===== config.mk =====
export PLATFORM = sky130hd
export DESIGN_NAME = offset_filter
export DESIGN_NICKNAME = d
export VERILOG_FILES = /design/src/hw/filter_pkg.sv /design/src/hw/sat_sub.sv /design/src/hw/abs_rect.sv /design/src/hw/offset_filter.sv
export SDC_FILE = /design/constraint.sdc
export NUM_CORES = 2
export LEC_CHECK = 0
export BUFFER_PORTS_ARGS = -buffer_cell sky130_fd_sc_hd__buf_2
export CORE_MARGIN = 5
export CORE_UTILIZATION = 45
export CTS_BUF_LIST = sky130_fd_sc_hd__clkbuf_4 sky130_fd_sc_hd__clkbuf_8 sky130_fd_sc_hd__clkbuf_16
export DETAILED_ROUTE_END_ITERATION = 6
export PLACE_DENSITY = 0.71
export SETUP_SLACK_MARGIN = 0.15
export SYNTH_ARGS = -nofsm -noshare
export SYNTH_HDL_FRONTEND = slang
export SYNTH_SLANG_ARGS = --single-unit

===== constraint.sdc =====
create_clock -name i_core_clk -period 10.55 [get_ports i_core_clk]
set_input_delay 1.055 -clock i_core_clk [delete_from_list [all_inputs] [get_ports i_core_clk]]
set_output_delay 1.055 -clock i_core_clk [all_outputs]
set_load 0.05 [all_outputs]

===== src/hw/filter_pkg.sv =====
// Constants and carrier types for the per-channel offset filter.
// Assumes a single 25 MHz clock and a plain register port.
package filter_pkg;

    localparam int          AMP_CH      = 32;
    localparam int          CHAN_W      = 6;
    localparam int          DATA_W      = 16;
    localparam int          FRAC_W      = 15;
    localparam int          ST_W        = DATA_W + FRAC_W;
    localparam int          CUT_W       = 4;
    localparam int          ADDR_W      = 6;
    localparam int          REG_W       = 8;

    // Register index of the filter configuration and of the status word
    localparam logic [ADDR_W-1:0] REG_DSP_ADDR  = 6'h04;
    localparam logic [ADDR_W-1:0] REG_STAT_ADDR = 6'h10;

    // Field positions inside the configuration register
    localparam int          CUT_LSB     = 0;
    localparam int          EN_BIT      = 4;
    localparam int          RECT_BIT    = 5;

    localparam logic [CUT_W-1:0]  CUT_RST  = 4'h0;
    localparam logic              EN_RST   = 1'b0;
    localparam logic              RECT_RST = 1'b0;

    // Results travel in offset binary; flipping the top bit gives two's complement
    localparam logic [DATA_W-1:0] SIGN_FLIP = 16'h8000;
    localparam logic [DATA_W-1:0] SMAX      = 16'h7fff;
    localparam logic [DATA_W-1:0] SMIN      = 16'h8000;
    localparam logic [CUT_W-1:0]  CUT_DIFF  = 4'h0;

    typedef struct packed {
        logic              valid;
        logic              clear;
        logic [CHAN_W-1:0] chan;
        logic [DATA_W-1:0] data;
    } conv_req_t;

    typedef struct packed {
        logic              valid;
        logic [DATA_W-1:0] data;
    } conv_res_t;

    typedef struct packed {
        logic              wr;
        logic              rd;
        logic [ADDR_W-1:0] addr;
        logic [REG_W-1:0]  wdata;
    } reg_req_t;

endpackage


===== src/hw/sat_sub.sv =====
// Signed subtract with clamping to the 16-bit range.
// Purely combinational; the caller registers the result.
module sat_sub
    import filter_pkg::*;
(
    input  wire logic signed [DATA_W-1:0] i_a,
    input  wire logic signed [DATA_W-1:0] i_b,
    output logic signed [DATA_W-1:0]      o_y
);
    logic signed [DATA_W:0] wide;

    always_comb
    begin
        wide = {i_a[DATA_W-1], i_a} - {i_b[DATA_W-1], i_b};
        // Two top bits disagreeing means the true value left the range
        if (wide[DATA_W] != wide[DATA_W-1])
            o_y = wide[DATA_W] ? SMIN : SMAX;
        else
            o_y = wide[DATA_W-1:0];
    end
endmodule


===== src/hw/abs_rect.sv =====
// Absolute value of a signed 16-bit word.
// The most negative input has no positive twin and clamps to the maximum.
module abs_rect
    import filter_pkg::*;
(
    input  wire logic signed [DATA_W-1:0] i_x,
    output logic signed [DATA_W-1:0]      o_y
);
    always_comb
    begin
        if (i_x == SMIN)
            o_y = SMAX;
        else if (i_x[DATA_W-1])
            o_y = -i_x;
        else
            o_y = i_x;
    end
endmodule


===== src/hw/offset_filter.sv =====
// Per-channel high-pass offset filter with optional rectification.
// Assumes one convert request per command frame, data already converted,
// and a register master that never issues write and read together.
//
// Contract
// - High-pass filtering acts only while the filter enable bit is set.
// - Only channels 0-31 are processed; other channels pass unchanged.
// - Every amplifier channel has its own single-pole IIR high-pass.
// - Cutoff index N from 1 to 15 sets pole at 1 - 2^-N.
// - Cutoff scales with each channel's own sample rate, not aggregate.
// - Index zero outputs current result minus the channel's previous result.
// - Filter output clamps at the signed 16-bit limits, never wraps.
// - A channel's state changes only when that channel is converted.
// - Convert with clear bit set zeroes the selected channel's state.
// - Rectify enable makes every amplifier result non-negative.
// - Each convert request yields one conversion of the addressed channel.
module offset_filter
    import filter_pkg::*;
(
    input  wire logic                  i_core_clk,
    input  wire logic                  i_rstn,
    input  wire filter_pkg::conv_req_t i_conv,
    input  wire filter_pkg::reg_req_t  i_bus,
    output filter_pkg::conv_res_t      o_result,
    output logic [filter_pkg::REG_W-1:0] o_reg_rdata
);
    import filter_pkg::*;

    localparam int IDX_W = $clog2(AMP_CH);

    typedef struct packed {
        logic [AMP_CH-1:0][ST_W-1:0] st;
        logic                        en;
        logic                        rect;
        logic [CUT_W-1:0]            cut;
        logic [CHAN_W-1:0]           last_ch;
        logic [REG_W-1:0]            rdata;
        logic                        res_valid;
        logic [DATA_W-1:0]           res;
    } state_t;

    state_t state_reg;
    state_t state_next;

    logic                     is_amp;
    logic [IDX_W-1:0]         idx;
    logic signed [DATA_W-1:0] x_s;
    logic signed [ST_W-1:0]   s_cur;
    logic signed [DATA_W-1:0] s_int;
    logic signed [DATA_W-1:0] y_hp;
    logic signed [DATA_W-1:0] y_filt;
    logic signed [DATA_W-1:0] y_abs;
    logic signed [DATA_W-1:0] y_out;
    logic signed [ST_W:0]     diff;
    logic signed [ST_W:0]     step;
    logic signed [ST_W-1:0]   s_new;

    // Channel numbers 32 and up are auxiliary, temperature or supply readings
    assign is_amp = (i_conv.chan < CHAN_W'(AMP_CH));
    assign idx    = i_conv.chan[IDX_W-1:0];
    assign x_s    = signed'(i_conv.data ^ SIGN_FLIP);

    // A clear takes effect on this very conversion
    assign s_cur  = i_conv.clear ? '0 : signed'(state_reg.st[idx]);
    assign s_int  = s_cur[ST_W-1:FRAC_W];

    sat_sub u_sat_sub
    (
        .i_a (x_s),
        .i_b (s_int),
        .o_y (y_hp)
    );

    // Raw result when disabled; rectify sits after this stage
    assign y_filt = state_reg.en ? y_hp : x_s;

    abs_rect u_abs_rect
    (
        .i_x (y_filt),
        .o_y (y_abs)
    );

    assign y_out = state_reg.rect ? y_abs : y_filt;

    // Tracker moves 2^-N of the way toward the input whenever, with the filter enabled, the channel
    // is converted, so the cutoff is tied to that channel's own rate.
    // With N of zero the tracker becomes the last sample: a differentiator.
    always_comb
    begin
        diff  = {x_s[DATA_W-1], x_s, FRAC_W'(0)} - {s_cur[ST_W-1], s_cur};
        step  = diff >>> state_reg.cut;
        s_new = s_cur + step[ST_W-1:0];
    end

    always_comb
    begin
        state_next           = state_reg;
        state_next.res_valid = 1'b0;
        state_next.rdata     = '0;

        if (i_bus.wr && (i_bus.addr == REG_DSP_ADDR))
        begin
            state_next.cut  = i_bus.wdata[CUT_LSB +: CUT_W];
            state_next.en   = i_bus.wdata[EN_BIT];
            state_next.rect = i_bus.wdata[RECT_BIT];
        end

        if (i_bus.rd)
        begin
            case (i_bus.addr)
                REG_DSP_ADDR:
                begin
                    state_next.rdata[CUT_LSB +: CUT_W] = state_reg.cut;
                    state_next.rdata[EN_BIT]           = state_reg.en;
                    state_next.rdata[RECT_BIT]         = state_reg.rect;
                end
                REG_STAT_ADDR:
                begin
                    state_next.rdata[CHAN_W-1:0] = state_reg.last_ch;
                end
                default:
                begin
                    state_next.rdata = '0;
                end
            endcase
        end

        if (i_conv.valid)
        begin
            state_next.res_valid = 1'b1;
            state_next.last_ch   = i_conv.chan;
            if (is_amp)
            begin
                state_next.res = y_out ^ SIGN_FLIP;
                // Only the addressed entry is written
                if (state_reg.en)
                    state_next.st[idx] = s_new;
                else if (i_conv.clear)
                    state_next.st[idx] = '0;
            end
            else
            begin
                state_next.res = i_conv.data;
            end
        end
    end

    always_ff @(posedge i_core_clk)
    begin
        if (!i_rstn)
        begin
            state_reg           <= '0;
            state_reg.cut       <= CUT_RST;
            state_reg.en        <= EN_RST;
            state_reg.rect      <= RECT_RST;
        end
        else
        begin
            state_reg <= state_next;
        end
    end

    assign o_result.valid = state_reg.res_valid;
    assign o_result.data  = state_reg.res;
    assign o_reg_rdata    = state_reg.rdata;

    // Checks

    logic signed [DATA_W:0] chk_wide;
    assign chk_wide = {x_s[DATA_W-1], x_s} - {s_int[DATA_W-1], s_int};

    // One kept-check per channel catches a stray write to any entry
    generate
        for (genvar g = 0; g < AMP_CH; g++)
        begin : g_kept

        end
    endgenerate
endmodule


==> summary.md <==
| Metric | Value |
|---|---|
| Most common cell after layout, fill and taps aside | `nand2_1` |
| Number of synthesized flops with an enable pin | `0` |
| Core Region | `around 110000 um2` |
| Reg power frac | `0.470` |
| Detailed Place HPWL | `about 110 mm` |
| Yosys warnings | `0` |
| DP Worst Slack | `753.0 ps` |
| Main synth FF type | `dfxtp_1` |
| Unique cell type count in the Yosys netlist | `89` |
| Switching power | `just under 2 mW` |
| Critical Path Fanout Max | `61` |
| Post-DR wirelength/cell | `~24 um` |
| Synth Area in Adders | `0.01370` |
| Layout Nets | `between 5000 and 6000` |
| Critical Path RT | `between 10000 and 15000 ps` |
| Type of origin of the critical path | `input port` |
| Antenna-violating nets left | `0` |
| Combinational share of power | `0.063` |
| Worst slew pin tran | `~1300 ps` |
| Via Count | `about 46000` |
| Drt pass-1 iters | `6` |
| Clock Skew | `30.47 ps` |
| Post-Syn Area | `about 51000 um2` |
| Seq/Total Area, Yosys | `0.4006` |
| I/O Buffers | `62` |
| Final period util | `0.8855` |
| Final Core Density | `0.5029` |
| Area grow syn2layout | `10.55%` |
| Clock Path Buffers | `3` |
| Final setup viols | `0` |
| Internal Pwr Total | `approximately 6.3 mW` |
| RSZ-0062 raised after global routing | `no` |
| Tmin final | `~9300 ps` |
| CTS sink cnt | `between 1000 and 1500` |
| Largest family of logic cells by synthesized area | `compound AO/OA/AOI/OAI gates` |
| # DRC | `0` |
| Fin. max-slew vios | `0` |
| Clk pwr share | `0.466` |
| PwrDens | `between 100 and 150 nW/um2` |
| First-pass GRT wire length | `approximately 270 mm` |
| Synth Register Bits | `between 1000 and 1500` |
| Endpoint class of the critical path | `flip-flop` |
| Root buf cell | `clkbuf_16` |
| CTS tree | `yes` |
| GPL Wtd Cong | `0.9324` |
| CTS Buf Count | `104` |
| Final Routed Wirelength | `roughly 180 mm` |
| Die width | `347.7 um` |
| Postcts setup bufs | `0` |
| Switching Share | `0.2401` |
| Hold_buf cts | `0` |
| Post-cts gate resize count | `0` |
| Peak Freq | `0.1070 GHz` |
| Post-Synth XOR/XNOR Area | `0.01143` |
| Post-Syn Area per Cell | `about 8.6 um2` |
| Starting DRT DRC Count | `slightly below 6000` |
| Initial Util | `0.4549` |
| # rows | `around 120` |
| TNS Setup | `0 ps` |
| Critical path class | `input port to flip-flop` |
| Fin worst setup slack | `between 1000 and 1500 ps` |
| Ports | `67` |
| Die Ht | `347.7 um` |
| Initial antenna violation count | `3` |
| Outcome | `finished clean` |
| Max H-tree Level | `3` |
| Vias in the first global route | `42518` |
| Total Die Area | `between 100000 and 150000 um2` |
| Synth Area in Simple Gates | `0.1969` |
| Post-synthesis async set-or-reset flop share | `0` |
| Hold_ws | `roughly 460 ps` |
| Post-synthesis mux area share | `0.1221` |
| Hold crit path type | `flip-flop to flip-flop` |
| Final hold violation count | `0` |
| Most frequent cells in the layout | `nand2_1 (1223), dfxtp_1 (1027), a21boi_0 (522), mux2i_1 (295), o21ai_0 (285)` |
| Largest net degree at the start of global routing | `around 250` |
| Vias/cell | `about 6.2` |
| Gr usage total | `0.2805` |
| MaxCap Viol Count | `0` |
| Leakage | `19.59 nW` |
| CP arrival | `9970 ps` |
| Synth Area in Compound Gates | `0.2051` |
| Clock Latency Late Sink | `roughly 700 ps` |
| Max reg flops | `1004` |
| Relative slew slack | `0.1087` |
| Total gr overflow | `0` |
| Worst vdd ir | `between 0.1 and 0.15 mV` |
| Post-Syn Instances | `around 6000` |
| Clock transition at the registers of the reported paths | `about 60 ps` |
| Layout cells sized above 1 | `0.1237` |
-- final timing paths --
path | start | end | slack (ps) | depth (start not counted)
max | i_conv[20] | state_reg[377]$_SDFFE_PN0P_ | 1210 | 28
min | state_reg[277]$_SDFFE_PN0P_ | state_reg[277]$_SDFFE_PN0P_ | 460 | 2
max reg2reg | state_reg[257]$_SDFFE_PN0P_ | state_reg[377]$_SDFFE_PN0P_ | 2320 | 26
min reg2reg | state_reg[277]$_SDFFE_PN0P_ | state_reg[277]$_SDFFE_PN0P_ | 460 | 2
-- Yosys cell counts (all sizes together), types with 20 or more instances --
master | instances | area (um2)
a21o | 20 | 150.1
nor3 | 29 | 145.1
nand3 | 231 | 1156
nand2 | 1254 | 4707
buf | 114 | 625.6
a211oi | 27 | 202.7
ha | 53 | 663.1
dfxtp | 1027 | 20560
a21boi | 523 | 3926
o22ai | 123 | 769.5
a22oi | 267 | 2004
o31ai | 36 | 275.3
inv | 48 | 180.2
mux2i | 295 | 2953
nand4 | 42 | 277.8
nor2 | 145 | 546.8
xor2 | 25 | 219.0
mux4 | 142 | 3198
or4 | 28 | 210.2
and2 | 104 | 650.6
and3 | 45 | 281.5
xnor2 | 42 | 367.9
a21oi | 116 | 580.6
nor4 | 37 | 262.8
clkbuf | 469 | 1760
o21ai | 286 | 1431
nor2b | 218 | 1364
-- stage by stage --
stage,total power [mW],cells,area [um2]
final,8.262,7331,56730
after global routing,8.467,7329,56730
after CTS,8.267,7328,56730
after detailed placement,4.482,7136,53160
after global placement,4.482,7136,53160
after floorplan,4.334,5953,51320
-- worst max-delay path, stage by stage --
cell and delay [ps]:
buf_2 340, nand4bb_1 600, buf_4 360, o22ai_1 190, nor4_1 670, a21oi_1 200, buf_4 220, nor4_2 820
a41oi_1 330, o31ai_1 550, xor2_1 220, mux2i_1 360, mux2i_1 160, mux4_2 520, ha_1 350, o21a_1 180
nor2_1 180, o31a_1 180, o311ai_0 250, nand3_1 160, a311oi_1 100, buf_4 150, o41ai_1 370, o211ai_1 230
a311o_2 460, buf_12 190, or4_1 410, nand3_1 100
-- routing by layer --
metal,up-vias,share of wire,track usage
li1,20603,-,-
met1,21787,0.39,0.3738
met2,2617,0.44,0.4303
met3,527,0.11,0.06126
met4,0,0.055,0.1426
met5,-,0,0
-- power groups by stage --
| stage | Sequential (mW) | Clock (mW) | Combinational (mW) |
|---|---|---|---|
| after detailed placement | 3.97 | 0 | 0.508 |
| after global routing | 3.89 | 4.04 | 0.546 |
| after CTS | 3.89 | 3.87 | 0.510 |
| final | 3.89 | 3.85 | 0.523 |
| after global placement | 3.97 | 0 | 0.508 |
| after floorplan | 3.97 | 0 | 0.362 |
-- layout make-up --
class / instances / area (um2)
multi-input cells: 4294 / 28480
repair buffers: 266 / 2059
well taps: 1500 / 1877
flip-flops and latches: 1027 / 20560
diodes: 3 / 7.507
clock inverters: 35 / 385.4
inverters: 49 / 183.9
fillers: 10383 / 56070
clock buffers: 157 / 3181
-- cells by family (layout without fill, tap and decap cells) --
family,count (synthesis),after routing
AO/OA/AOI/OAI,1528,1528
XOR/XNOR,67,67
adder cells (fa/ha/maj),55,55
buffers and inverters,632,507
flip-flops,1027,1027
multiplexers,447,447
other,1,5
AND/OR/NAND/NOR,2195,2195
(Power assumes the default switching activity.)
